==> src/shared/bridge_seq_pkg.sv <==
// Constants, layouts and types of the bridge measurement sequencer
// Function
// - Charge capacitor, then discharge it through each gauge of the selected pair.
// - Pair select 1 measures ports A/B, 2 measures ports C/D.
// - Pair select 0 is one-comparator full-bridge, 3 is interleaved two-comparator.
// - Difference bit subtracts half-bridges, A/B half taken as inverted.
// - Dual enable 0 means one full-bridge, 1 means two full-bridges.
// - In dual mode pair select picks shared, first, second or alternating bridges.
// - Dual mode drives every gauge pin alone, no paired drive.
// - Second averaging count zero gives automatic alternation, nonzero gives commanded bridge.
// - Auto mode with pair select 0 or 3 alternates bridges, flags each result, starts the other one.
// - Status top bit tells which full-bridge made the last result.
// - Command 0x08 selects full-bridge 1, 0x09 selects full-bridge 2.
// - Commanded mode averages bridge 1 by first count, bridge 2 by second.
// - Select during a measurement acts after its flag, then sticks.
// - Both bridges share one cycle time in commanded mode.
// - Classic network enable runs Wheatstone operation, combinable with dual mode.
// - Wire resistance compensation is withheld during dual full-bridge operation.
// - Range 2 counts with the reference predivider, up to 2^8 periods.
package bridge_seq_pkg;
	// ----------------------------------------
	// Timing
	// ----------------------------------------
	localparam int CLK_PERIOD_NS = 100;
	localparam int CHARGE_NS = 2000;
	localparam int PRE_NS = 5000;
	localparam int PRE_DELAY_NS = 10000;
	localparam logic [15:0] CHARGE_CYC = 16'((CHARGE_NS + CLK_PERIOD_NS - 1) / CLK_PERIOD_NS);
	localparam logic [15:0] PRE_CYC = 16'((PRE_NS + CLK_PERIOD_NS - 1) / CLK_PERIOD_NS);
	localparam logic [15:0] PRE_DELAY_CYC =
		16'((PRE_DELAY_NS + CLK_PERIOD_NS - 1) / CLK_PERIOD_NS);
	// Reference clock as a divided enable, range limit 2^8 periods
	localparam logic [3:0] REF_DIV = 4'h4;
	localparam logic [8:0] TIMER_MAX = 9'h100;

	// ----------------------------------------
	// Register map
	// ----------------------------------------
	localparam logic [7:0] ADDR_CTRL = 8'h00;
	localparam logic [7:0] ADDR_AVG1 = 8'h04;
	localparam logic [7:0] ADDR_AVG2 = 8'h08;
	localparam logic [7:0] ADDR_CYCLE = 8'h0c;
	localparam logic [7:0] ADDR_CMD = 8'h10;
	localparam logic [7:0] ADDR_STATUS = 8'h14;
	localparam logic [7:0] ADDR_RESULT = 8'h18;
	localparam logic [10:0] CTRL_RESET = 11'h000;
	localparam logic [11:0] AVG_RESET = 12'h000;
	localparam logic [15:0] CYCLE_RESET = 16'h0010;
	localparam int ST_DONE_BIT = 0;
	localparam int ST_IND_BIT = 31;
	localparam logic [7:0] CMD_SEL_FB1 = 8'h08;
	localparam logic [7:0] CMD_SEL_FB2 = 8'h09;

	// ----------------------------------------
	// Pair select codes
	// ----------------------------------------
	localparam logic [1:0] PS_SHARED = 2'h0;
	localparam logic [1:0] PS_FIRST = 2'h1;
	localparam logic [1:0] PS_SECOND = 2'h2;
	localparam logic [1:0] PS_ALTERNATE = 2'h3;

	// Control register, bit 0 at the bottom
	typedef struct packed {
		logic range_two;
		logic wire_comp;
		logic precharge_start_delay;
		logic precharge_at_start;
		logic separate_gain_resistor_enable;
		logic classic_network_enable;
		logic dual_full_enable;
		logic full_difference_enable;
		logic [1:0] pair_select;
		logic run;
	} cfg_s;

	typedef enum logic [2:0] {
		ST_IDLE,
		ST_PRE,
		ST_CHARGE,
		ST_DIS,
		ST_WAIT
	} seq_state_e;
endpackage

==> src/hw/bridge_measurement_sequencer.sv <==
// Bridge selection, discharge sequencing and APB register file
//
// Chosen here: the register addresses and the APB interface to the registers.
`timescale 1ns/100ps
module bridge_measurement_sequencer import bridge_seq_pkg::*; (
	input wire logic i_clk,
	input wire logic i_reset_n,
	input wire logic i_psel,
	input wire logic i_penable,
	input wire logic i_pwrite,
	input wire logic [7:0] i_paddr,
	input wire logic [31:0] i_pwdata,
	output logic [31:0] o_prdata,
	output logic o_pready,
	output logic o_pslverr,
	output logic [7:0] o_gauge_out,
	output logic [7:0] o_gauge_oe,
	output logic [1:0] o_charge_out,
	output logic [1:0] o_charge_oe,
	input wire logic [1:0] i_comparator_in,
	output logic o_network_select,
	output logic o_result_flag
);
	// ----------------------------------------
	// Registers and derived settings
	// ----------------------------------------
	cfg_s cfg_reg;
	logic [11:0] avg1_reg, avg2_reg;
	logic [15:0] cycle_reg;
	logic [31:0] prdata_reg;
	logic pready_reg, pslverr_reg;
	seq_state_e st_reg;
	logic [15:0] cnt_reg;
	logic fb_reg, hb_reg, gauge_reg, ind_reg, done_flag_reg, ovf_reg;
	logic pend_valid_reg, pend_fb_reg;
	logic [8:0] t_first_reg;
	logic [9:0] hb0_reg;
	logic [11:0] samp_reg;
	logic [23:0] acc_reg, result_reg;
	logic [1:0] cmp_meta_reg, cmp_sync_reg;
	logic [7:0] gauge_oe_reg;
	logic [1:0] charge_oe_reg;
	logic charge_out_reg, gauge_out_reg, net_sel_reg;
	logic acc_phase, commit, wr, hit, dual, mode2, fullbr, hb_first, hb_last;
	logic cmp_idx, sense, dis_end, last_samp, done_evt, apply, sel_fb, next_fb;
	logic cmd_ok, cmd_fb, wire_active, gain_avail;
	logic [31:0] rd_data;
	logic [11:0] avg_target;
	logic [8:0] tcount;
	logic tsat;
	logic [9:0] hb_now;
	logic [10:0] sample;
	logic [1:0] ps;

	assign ps = cfg_reg.pair_select;
	assign dual = cfg_reg.dual_full_enable;
	assign mode2 = dual && (avg2_reg != 12'h000);
	assign fullbr = dual || ps == PS_SHARED || ps == PS_ALTERNATE;
	assign hb_first = !dual && ps == PS_SECOND;
	assign hb_last = fullbr || ps == PS_SECOND;
	// one comparator behind the Wheatstone mux
	assign cmp_idx = cfg_reg.classic_network_enable ? 1'b0 : ps == PS_SHARED ? 1'b0 :
		dual ? fb_reg : hb_reg;
	assign sense = cmp_sync_reg[cmp_idx];
	// no wire compensation in dual mode
	assign wire_active = cfg_reg.wire_comp && !dual;
	assign gain_avail = cfg_reg.classic_network_enable && cfg_reg.separate_gain_resistor_enable;
	assign avg_target = (mode2 && fb_reg) ? avg2_reg : avg1_reg;

	// ----------------------------------------
	// APB slave, one wait state
	// ----------------------------------------
	assign acc_phase = i_psel && i_penable;
	assign commit = acc_phase && pready_reg;
	assign wr = commit && i_pwrite;

	always_comb begin
		rd_data = 32'h0000_0000;
		hit = 1'b1;
		unique case (i_paddr)
			ADDR_CTRL: rd_data = {21'h0, cfg_reg};
			ADDR_AVG1: rd_data = {20'h0, avg1_reg};
			ADDR_AVG2: rd_data = {20'h0, avg2_reg};
			ADDR_CYCLE: rd_data = {16'h0, cycle_reg};
			ADDR_CMD: rd_data = 32'h0000_0000;
			ADDR_STATUS: rd_data = {ind_reg, 25'h0, mode2, pend_valid_reg, wire_active,
				gain_avail, ovf_reg, done_flag_reg};
			ADDR_RESULT: rd_data = {{8{result_reg[23]}}, result_reg};
			default: hit = 1'b0;
		endcase
	end

	always_ff @(posedge i_clk or negedge i_reset_n) begin
		if (!i_reset_n) begin
			pready_reg <= 1'b0;
			pslverr_reg <= 1'b0;
			prdata_reg <= 32'h0000_0000;
		end else begin
			pready_reg <= acc_phase && !pready_reg;
			if (acc_phase && !pready_reg) begin
				prdata_reg <= i_pwrite ? 32'h0000_0000 : rd_data;
				pslverr_reg <= !hit;
			end
		end
	end

	always_ff @(posedge i_clk or negedge i_reset_n) begin
		if (!i_reset_n) begin
			cfg_reg <= cfg_s'(CTRL_RESET);
			avg1_reg <= AVG_RESET;
			avg2_reg <= AVG_RESET;
			cycle_reg <= CYCLE_RESET;
		end else if (wr) begin
			if (i_paddr == ADDR_CTRL) cfg_reg <= cfg_s'(i_pwdata[10:0]);
			if (i_paddr == ADDR_AVG1) avg1_reg <= i_pwdata[11:0];
			if (i_paddr == ADDR_AVG2) avg2_reg <= i_pwdata[11:0];
			if (i_paddr == ADDR_CYCLE) cycle_reg <= i_pwdata[15:0];
		end
	end

	// ----------------------------------------
	// Select commands
	// ----------------------------------------
	// only the two select codes count
	assign cmd_ok = wr && i_paddr == ADDR_CMD && mode2 &&
		(i_pwdata[7:0] == CMD_SEL_FB1 || i_pwdata[7:0] == CMD_SEL_FB2);
	assign cmd_fb = i_pwdata[7:0] == CMD_SEL_FB2;

	// held until the current result ends; same bridge cancels
	always_ff @(posedge i_clk or negedge i_reset_n) begin
		if (!i_reset_n) begin
			pend_valid_reg <= 1'b0;
			pend_fb_reg <= 1'b0;
		end else if (cmd_ok) begin
			pend_valid_reg <= cmd_fb != fb_reg;
			pend_fb_reg <= cmd_fb;
		end else if (apply) begin
			pend_valid_reg <= 1'b0;
		end
	end

	// ----------------------------------------
	// Comparator synchroniser and timer
	// ----------------------------------------
	always_ff @(posedge i_clk or negedge i_reset_n) begin
		if (!i_reset_n) begin
			cmp_meta_reg <= 2'b11;
			cmp_sync_reg <= 2'b11;
		end else begin
			cmp_meta_reg <= i_comparator_in;
			cmp_sync_reg <= cmp_meta_reg;
		end
	end

	interval_timer u_timer (
		.i_clk(i_clk),
		.i_reset_n(i_reset_n),
		.i_clear(st_reg == ST_CHARGE),
		.i_run(st_reg == ST_DIS),
		.i_range_two(cfg_reg.range_two),
		.o_count(tcount),
		.o_saturated(tsat)
	);

	// ----------------------------------------
	// Sequencer
	// ----------------------------------------
	// Non-inverting comparator: low means threshold crossed
	assign dis_end = st_reg == ST_DIS && (!sense || tsat);
	assign hb_now = {1'b0, t_first_reg} - {1'b0, tcount};
	assign sample = !fullbr ? {hb_now[9], hb_now} : cfg_reg.full_difference_enable ?
		{hb_now[9], hb_now} - {hb0_reg[9], hb0_reg} : {hb_now[9], hb_now} + {hb0_reg[9], hb0_reg};
	assign last_samp = dis_end && gauge_reg && hb_reg == hb_last;
	assign done_evt = last_samp && ({1'b0, samp_reg} + 13'h0001 >= {1'b0, avg_target});
	// fixed bridge for codes 1 and 2
	assign sel_fb = ps == PS_FIRST ? 1'b0 : ps == PS_SECOND ? 1'b1 :
		(mode2 && pend_valid_reg) ? pend_fb_reg : fb_reg;
	assign next_fb = !dual ? 1'b0 : (!mode2 && (ps == PS_SHARED || ps == PS_ALTERNATE)) ?
		!fb_reg : sel_fb;
	assign apply = mode2 && (done_evt || (st_reg == ST_IDLE && cfg_reg.run));

	always_ff @(posedge i_clk or negedge i_reset_n) begin
		if (!i_reset_n) begin
			st_reg <= ST_IDLE;
			cnt_reg <= 16'h0000;
			hb_reg <= 1'b0;
			gauge_reg <= 1'b0;
			t_first_reg <= 9'h000;
			hb0_reg <= 10'h000;
		end else begin
			cnt_reg <= cnt_reg + 16'h0001;
			unique case (st_reg)
				ST_IDLE: begin
					cnt_reg <= 16'h0000;
					hb_reg <= hb_first;
					gauge_reg <= 1'b0;
					if (cfg_reg.run) st_reg <= cfg_reg.precharge_at_start ? ST_PRE : ST_CHARGE;
				end
				ST_PRE: begin
					if (cnt_reg + 16'h0001 >= PRE_CYC +
						(cfg_reg.precharge_start_delay ? PRE_DELAY_CYC : 16'h0000)) begin
						cnt_reg <= 16'h0000;
						st_reg <= ST_CHARGE;
					end
				end
				// charge, then discharge through each gauge
				ST_CHARGE: begin
					if (cnt_reg + 16'h0001 >= CHARGE_CYC) st_reg <= ST_DIS;
				end
				ST_DIS: begin
					cnt_reg <= 16'h0000;
					if (dis_end) begin
						gauge_reg <= !gauge_reg;
						if (!gauge_reg) begin
							t_first_reg <= tcount;
							st_reg <= ST_CHARGE;
						end else if (hb_reg != hb_last) begin
							hb0_reg <= hb_now;
							hb_reg <= 1'b1;
							st_reg <= ST_CHARGE;
						end else begin
							hb_reg <= hb_first;
							st_reg <= ST_WAIT;
						end
					end
				end
				// one cycle time for both bridges
				ST_WAIT: begin
					if (cnt_reg + 16'h0001 >= cycle_reg) begin
						cnt_reg <= 16'h0000;
						st_reg <= !cfg_reg.run ? ST_IDLE :
							(samp_reg == 12'h000 && cfg_reg.precharge_at_start) ? ST_PRE : ST_CHARGE;
					end
				end
			endcase
		end
	end

	always_ff @(posedge i_clk or negedge i_reset_n) begin
		if (!i_reset_n) begin
			samp_reg <= 12'h000;
			acc_reg <= 24'h00_0000;
			result_reg <= 24'h00_0000;
			ind_reg <= 1'b0;
			fb_reg <= 1'b0;
		end else if (st_reg == ST_IDLE) begin
			samp_reg <= 12'h000;
			acc_reg <= 24'h00_0000;
			fb_reg <= dual ? sel_fb : 1'b0;
		end else if (done_evt) begin
			samp_reg <= 12'h000;
			acc_reg <= 24'h00_0000;
			result_reg <= acc_reg + {{13{sample[10]}}, sample};
			// low for bridge 1, high for bridge 2
			ind_reg <= fb_reg;
			fb_reg <= next_fb;
		end else if (last_samp) begin
			samp_reg <= samp_reg + 12'h001;
			acc_reg <= acc_reg + {{13{sample[10]}}, sample};
		end
	end

	// result flag, set beats software clear
	always_ff @(posedge i_clk or negedge i_reset_n) begin
		if (!i_reset_n) begin
			done_flag_reg <= 1'b0;
			ovf_reg <= 1'b0;
		end else begin
			done_flag_reg <= done_evt ||
				(done_flag_reg && !(wr && i_paddr == ADDR_STATUS && i_pwdata[ST_DONE_BIT]));
			ovf_reg <= (dis_end && tsat) ||
				(ovf_reg && !(wr && i_paddr == ADDR_STATUS && i_pwdata[1]));
		end
	end

	// ----------------------------------------
	// Pin drive
	// ----------------------------------------
	genvar gi;
	generate
		for (gi = 0; gi < 8; gi++) begin : g_pin
			always_ff @(posedge i_clk or negedge i_reset_n) begin
				if (!i_reset_n) begin
					gauge_oe_reg[gi] <= 1'b0;
				end else begin
					gauge_oe_reg[gi] <= (dual ? fb_reg == gi / 4 : 1'b1) &&
						(gi % 4) / 2 == int'(hb_reg) &&
						((st_reg == ST_DIS && gi % 2 == int'(gauge_reg)) || st_reg == ST_CHARGE);
				end
			end
		end
	endgenerate

	always_ff @(posedge i_clk or negedge i_reset_n) begin
		if (!i_reset_n) begin
			gauge_out_reg <= 1'b0;
			charge_out_reg <= 1'b0;
			charge_oe_reg <= 2'b00;
			net_sel_reg <= 1'b0;
		end else begin
			gauge_out_reg <= st_reg == ST_CHARGE;
			charge_out_reg <= st_reg == ST_CHARGE || st_reg == ST_PRE;
			charge_oe_reg[0] <= (st_reg == ST_CHARGE || st_reg == ST_PRE) && !cmp_idx;
			charge_oe_reg[1] <= (st_reg == ST_CHARGE || st_reg == ST_PRE) && cmp_idx;
			net_sel_reg <= cfg_reg.classic_network_enable && hb_reg;
		end
	end

	assign o_prdata = prdata_reg;
	assign o_pready = pready_reg;
	assign o_pslverr = pslverr_reg;
	assign o_gauge_oe = gauge_oe_reg;
	assign o_gauge_out = {8{gauge_out_reg}};
	assign o_charge_out = {2{charge_out_reg}};
	assign o_charge_oe = charge_oe_reg;
	assign o_network_select = net_sel_reg;
	assign o_result_flag = done_flag_reg;
endmodule // bridge_measurement_sequencer

==> src/hw/interval_timer.sv <==
// Discharge interval counter with reference predivider
`timescale 1ns/100ps
module interval_timer import bridge_seq_pkg::*; (
	input wire logic i_clk,
	input wire logic i_reset_n,
	input wire logic i_clear,
	input wire logic i_run,
	input wire logic i_range_two,
	output logic [8:0] o_count,
	output logic o_saturated
);
	logic [3:0] div_reg;
	logic tick;

	assign tick = i_range_two ? (div_reg == REF_DIV - 4'h1) : 1'b1;
	assign o_saturated = (o_count == TIMER_MAX);

	always_ff @(posedge i_clk or negedge i_reset_n) begin
		if (!i_reset_n) begin
			div_reg <= 4'h0;
		end else if (i_clear || tick) begin
			div_reg <= 4'h0;
		end else if (i_run) begin
			div_reg <= div_reg + 4'h1;
		end
	end

	always_ff @(posedge i_clk or negedge i_reset_n) begin
		if (!i_reset_n) begin
			o_count <= 9'h000;
		end else if (i_clear) begin
			o_count <= 9'h000;
		end else if (i_run && tick && !o_saturated) begin
			o_count <= o_count + 9'h001;
		end
	end
endmodule // interval_timer

==> config.mk <==
export PLATFORM = sky130hd
export DESIGN_NAME = bridge_measurement_sequencer
export DESIGN_NICKNAME = d
export VERILOG_FILES = /design/src/shared/bridge_seq_pkg.sv /design/src/hw/bridge_measurement_sequencer.sv /design/src/hw/interval_timer.sv
export SDC_FILE = /design/constraint.sdc
export NUM_CORES = 1
export LEC_CHECK = 0
export BUFFER_PORTS_ARGS = -buffer_cell sky130_fd_sc_hd__buf_2
export CORE_MARGIN = 1.5
export CORE_UTILIZATION = 25
export CTS_BUF_LIST = sky130_fd_sc_hd__clkbuf_2
export CTS_CLUSTER_SIZE = 40
export DETAILED_ROUTE_END_ITERATION = 6
export SYNTH_ARGS = -nofsm -noshare
export SYNTH_HDL_FRONTEND = slang
export SYNTH_HIERARCHICAL = 1
export SYNTH_SLANG_ARGS = --single-unit
==> constraint.sdc <==
create_clock -name i_clk -period 7 [get_ports i_clk]
set_input_delay 1.4 -clock i_clk [delete_from_list [all_inputs] [get_ports i_clk]]
set_output_delay 1.4 -clock i_clk [all_outputs]
set_load 0.02 [all_outputs]
# Word level (Yosys, flattened, before mapping)
# Cells that the tools add are included.
dict set report word_totals {
  regBits 221
  latchBits 0
  ram_bits 0
  mem_bits_ro 0
  in_bits 47
  out_inout_bits 56
  word_cells 241
  n_memories 0
}
dict set report op_classes {
  add_sub_neg 10
  multipliers 0
  n_div 0
  magnitude_cmp 5
  n_eq_ne 26
  shift 0
  muxes 55
  bitwise_logic 5
  reduce_logical 93
}
# operator n
set ops {}
lappend ops {{32-bit one-hot mux with 6 select lines} 1}
lappend ops {{24-bit two-way mux} 3}
lappend ops {{12-bit two-way mux} 4}
lappend ops {{16-bit one-hot mux with 3 select lines} 1}
lappend ops {{1-bit logical AND} 46}
lappend ops {{8-bit by 4-bit equality test with 1-bit output (second input constant)} 4}
lappend ops {{16-bit two-way mux} 2}
lappend ops {{32-bit two-way mux} 1}
lappend ops {{24-bit adder} 1}
lappend ops {{8-bit by 5-bit equality test with 1-bit output (second input constant)} 3}
lappend ops {{1-bit two-way mux} 23}
lappend ops {{11-bit two-way mux} 2}
lappend ops {{3-bit two-way mux} 7}
lappend ops {{9-bit two-way mux} 2}
lappend ops {{16-bit by 1-bit adder with 16-bit output (second input constant)} 1}
lappend ops {{16-bit greater-or-equal comparator} 1}
lappend ops {{16-bit by 5-bit greater-or-equal comparator with 1-bit output (second input constant)} 1}
lappend ops {{16-bit by 8-bit greater-or-equal comparator with 1-bit output} 1}
lappend ops {{3-bit one-hot mux with 5 select lines} 1}
lappend ops {{12-bit by 1-bit adder with 13-bit output (second input constant)} 1}
lappend ops {{13-bit by 12-bit greater-or-equal comparator with 1-bit output} 1}
lappend ops {{1-bit logical OR} 13}
lappend ops {{12-bit by 1-bit adder with 12-bit output (second input constant)} 1}
lappend ops {{12-bit logical NOT} 1}
lappend ops {{other kinds (36)} 72}

# Longest topological paths before layout
dict set report depth {
  depth_word 15
  depth_mapped 29
  ltp_nobuf 29
}

# Hierarchy
# Netlist, hierarchy kept.
# mod instances cells_each area_per_inst_um2
set by_module_without_submodules {}
lappend by_module_without_submodules {bridge_measurement_sequencer 1 1229 12164.2}
lappend by_module_without_submodules {interval_timer 1 71 733.2}

# Worst setup path before layout
# OpenSTA, ideal clock, no wires.
dict set report synth_timing {
  kind {reg-to-reg}
  start {reg u_timer.o_count[3]}
  end {reg acc_reg[23]}
  arrival_ns 5.540
  required_time_ns 6.876
  setup_slack_ns 1.336
  stages_incl_launch_ff 26
  n_path_buf 0
  period_less_slack_ns 5.664
  cell_sequence {dfrtp_1 inv_1 ha_1 a21o_1 and2_1 a311o_1 xor2_1 ha_1 a21boi_0 nand2b_1 o311ai_1 nand3_1 o21ai_1 mux2_4 xor2_2 ha_1 nand2_1 or3b_2 o21ai_0 o311ai_0 a21oi_1 nor2_1 xnor2_1 xnor2_1 nor3_1 o21bai_1}
}
dict set report synth_via {
  elab_chain_len 8
  elab_cells_between_ends 16
  classes_between {4 x add/sub; 1 x eq/ne; 5 x mux; 6 x reduce/logical}
}
# item line_no
set synth_rtl {}
lappend synth_rtl {{start, declared} interval_timer.sv:9} ;# output logic [8:0] o_count,
lappend synth_rtl {{start signal, assigned} interval_timer.sv:34} ;# o_count <= o_count + 9'h001;
lappend synth_rtl {{9-bit by 9-bit subtractor with 10-bit output (*)} bridge_measurement_sequencer.sv:170} ;# assign hb_now = {1'b0, t_first_reg} - {1'b0, tcount};
lappend synth_rtl {{named net hb_now[5]} bridge_measurement_sequencer.sv:51} ;# logic [9:0] hb_now;
lappend synth_rtl {{10-bit by 10-bit adder with 11-bit output or 10-bit by 10-bit subtractor with 11-bit output (tied branches)} bridge_measurement_sequencer.sv:172} ;# {hb_now[9], hb_now} - {hb0_reg[9], hb0_reg} : {hb_now[9], hb_now} + {hb0_reg[9], hb0_reg};
lappend synth_rtl {{11-bit two-way mux} bridge_measurement_sequencer.sv:171} ;# assign sample = !fullbr ? {hb_now[9], hb_now} : cfg_reg.full_difference_enable ?
lappend synth_rtl {{11-bit two-way mux (*)} bridge_measurement_sequencer.sv:171}
lappend synth_rtl {{24-bit adder (*)} bridge_measurement_sequencer.sv:259} ;# acc_reg <= acc_reg + {{13{sample[10]}}, sample};
lappend synth_rtl {{24-bit two-way mux (*)} bridge_measurement_sequencer.sv:257} ;# end else if (last_samp) begin
lappend synth_rtl {{24-bit two-way mux (*)} bridge_measurement_sequencer.sv:250} ;# end else if (done_evt) begin
lappend synth_rtl {{24-bit two-way mux (*)} bridge_measurement_sequencer.sv:246} ;# end else if (st_reg == ST_IDLE) begin
lappend synth_rtl {{end signal, assigned} bridge_measurement_sequencer.sv:259}
lappend synth_rtl {{end, declared} bridge_measurement_sequencer.sv:39} ;# logic [23:0] acc_reg, result_reg;
# Mark *: on every way through the listed nets, which the timed path passes. The rest lies on a longest branch. The select of a mux whose other input is x is not followed.
# A chain may end at the register's enable or synchronous reset.

# Final worst setup path
# Same ends and word-level chain as after synthesis.

==> qor.csv <==
stage,metric,value,unit
run_status,outcome,"finished, final reports clean",
worst_setup_path,Reg-to-Reg End,acc_reg[23],
worst_hold_path,Hold Crit Class,flip-flop to flip-flop,
route,routed via count,10100,
worst_setup_path,"Max FO, Critical Path",16,
synth,synthesized area,12900,um2
place,RD Place Congestion,0.858,
power,internal power,3.36,mW
power,net load switching power,3.00,mW
place,port bufs,86,
floorplan,num ports,103,
timing,"Slew Viols, Final",0,
worst_setup_path,R2R setup slack,0.65,ns
timing,Slew @ Worst Pin,1.12,ns
clocking,Clock Latency Late Sink,0.94,ns
worst_hold_path,Hold Path Depth,0,
global_routing,largest net degree at the start of global routing,77,
timing,worst hold slack,0.361,ns
worst_setup_path,crit end category,flip-flop,
clocking,TritonCTS clock tree,built,
global_routing,vias in the first global route,9982,
timing,Setup Skew,0.104,ns
cells_and_area,most frequent cells in the layout,"dfrtp_1 (209), nand2_1 (120), o21ai_0 (95)",
worst_setup_path,critical path buffer and inverter count,1,
synth,"Top FF cell, synth",dfrtp_1,
cells_and_area,Area Growth Syn to Fin,12.8,%
cells_and_area,fin area,14600,um2
timing,Max-slew headroom,0.250,
route,total routed wirelength,33.8,mm
worst_setup_path,CP max stage delay,0.56,ns
synth,main area contributors after synthesis,"dfrtp_1 (41%), ha_1 (8.5%), mux2_2 (6.8%), o21ai_0 (3.7%), xnor2_1 (3.6%)",
worst_setup_path,CP startpoint kind,flip-flop,
floorplan,Die Y,230,um
global_routing,total gr overflow,0,
power,total chip power,6.36,mW
synth,Cell variety after synth,82,
global_routing,GRT Overall Usage,0.128,
worst_setup_path,slowest library cell on the worst path,o311ai_0,
run,Max Cap Viol,0,
power,VDD IR max,0.294,mV
worst_hold_path,hold_sp,cmp_meta_reg[1],
synth,sequential area share after synthesis,0.416,
clocking,Num CTS Buffers,57,
route,DR WL/cell,16.0,um
power,Net Sw Frac,0.472,
clocking,H-Tree Level Count,2,
synth,Yosys top cell by area,dfrtp_1,
worst_setup_path,r2r startpoint,u_timer/o_count[3],
floorplan,die area,53000,um2
route,DRC,0,
cells_and_area,share of cells above drive strength 1,0.214,
synth,Synthesis Warnings,6,
timing,Finish-stage setup viols,0,
timing,setup_tns,0,ns
worst_setup_path,Critical Path RT,7.82,ns
clocking,clock root cell,clkbuf_2,
worst_hold_path,Hold Path End,cmp_sync_reg[1],
global_routing,first-pass GRT wire length,54.5,mm
floorplan,starting density of the core,0.252,
power,power share of the clock group,0.158,
power,LEAKAGE,6.93,nW
synth,syn avg cell area,9.92,um2
floorplan,die width,230,um
cells_and_area,Nets,1524,
timing,RSZ-0062 raised after global routing,false,
timing,Final Cycle Share,0.907,
synth,number of flops mapped to enable cells by yosys,0,
place,placed instance area,13900,um2
synth,post-synthesis net count,1438,
clocking,TritonCTS Sinks,214,
clocking,Worst-path clk slew,0.12,ns
floorplan,Core Area,51200,um2
place,Place WS,0.388,ns
route,First-pass DRT Iterations,5,
route,Vias/cell,4.77,
timing,Fmax achieved,157,MHz
route,Iteration-0 DRC Markers,526,
power,Logic pwr share,0.603,
timing,minimum clock period after layout,6.35,ns
power,power density over the cells,437,nW/um2
synth,ys async rst share,1.00,
timing,"Hold Vio Cnt, Final",0,
worst_setup_path,most frequent CP cell,ha_1,
timing,"Worst Setup Slack, final",0.650,ns
cells_and_area,"commonest non-fill, non-tap cell in the layout",dfrtp_1,
worst_setup_path,"delay-heaviest family, CP",compound AO/OA/AOI/OAI gates,
synth,Post-Syn Instances,1300,
floorplan,row count,83,
cells_and_area,max reg flops,25,
power,Flop pwr share,0.240,
place,HPWL Detailed,24.6,mm
global_routing,initial antenna violation count,1,
worst_setup_path,CP arrival,7.17,ns
worst_setup_path,FF-to-FF path depth,25,
route,post-route antenna net violation count,0,
clocking,maximum root-to-sink buffer count,3,
synth,synthesized flop and latch total,214,
synth,Synth top area share,0.406,
worst_setup_path,critical path class,flip-flop to flip-flop,
metrics by stage:
| step | utilization | std cells |
|---|---|---|
| 2_1_floorplan | - | 1300 |
| 3_3_place_gp | 0.272 | 2007 |
| 3_5_place_dp | 0.272 | 2007 |
| 4_1_cts | 0.284 | 2113 |
| 5_1_grt | 0.284 | 2114 |
| 6_report | 0.284 | 2115 |
cells by family after synthesis:
family,after synthesis,share of synthesized area
and+or+nand+nor,368,0.140
AOI/OAI and AO/OA,290,0.149
DFF,214,0.416
buffers and inverters,133,0.0449
muxes,119,0.101
adders and majority gates,91,0.0900
xor gates and xnor gates,85,0.0594
power by group through the flow:
stage | Sequential [mW] | Clock (mW) | Combinational [mW]
after floorplan | 1.52 | 0 | 2.96
after global placement | 1.54 | 0 | 3.73
after detailed placement | 1.55 | 0 | 3.81
after CTS | 1.53 | 1.04 | 3.83
after global routing | 1.55 | 1.11 | 4.30
final | 1.52 | 1.00 | 3.84
final cells by class:
| class | count | area [um2] |
|---|---|---|
| Timing Repair Buffer | 96 | 515 |
| Clock inverter | 24 | 183 |
| Tap cell | 680 | 851 |
| Multi-Input combinational cell | 953 | 6990 |
| Sequential cell | 214 | 5360 |
| Inverter | 64 | 240 |
| Clock buffer | 82 | 410 |
| Antenna cell | 2 | 5.00 |
| Fill cell | 5389 | 36600 |
cells in the mapped netlist, types with 13 or more instances:
master and number:
dfrtp_1 209, nand2_1 120, o21ai_0 95, ha_1 88
nor2_1 84, mux2_2 78, inv_1 62, xnor2_1 53
a21oi_1 48, clkbuf_1 46, mux2i_1 38, nand3_1 38
xor2_1 30, nor3_1 28, a22o_1 25, a21o_1 24
buf_4 18, o21a_1 14, nand2b_1 13, nor2b_1 13
worst max-delay path by stage:
stage	startpoint	to	slack [ns]	cells after the start
after global routing	u_timer/o_count[3]	acc_reg[23]	0.09	25
after global placement	u_timer/o_count[3]	acc_reg[23]	0.44	25
after CTS	u_timer/o_count[3]	acc_reg[23]	0.43	25
after floorplan	u_timer/o_count[3]	acc_reg[23]	1.34	25
final	u_timer/o_count[3]	acc_reg[23]	0.65	25
after detailed placement	u_timer/o_count[3]	acc_reg[23]	0.39	25
routing by layer:
layer  vias up  track usage  part of all wire
met5         -            0                 0
met4         0       0.0451             0.027
met3        68       0.0238             0.053
met2       256        0.199              0.44
met1      4927        0.178              0.48
li1       4836            -                 -
timing repair:
| item | 4_1_cts | 5_1_grt |
|---|---|---|
| hold buffers | 0 | 0 |
| endpoints found under the setup margin | 0 | 5 |
| buffers inserted | 0 | 0 |
| gates resized for setup | 0 | 1 |
(Power assumes the default switching activity.)
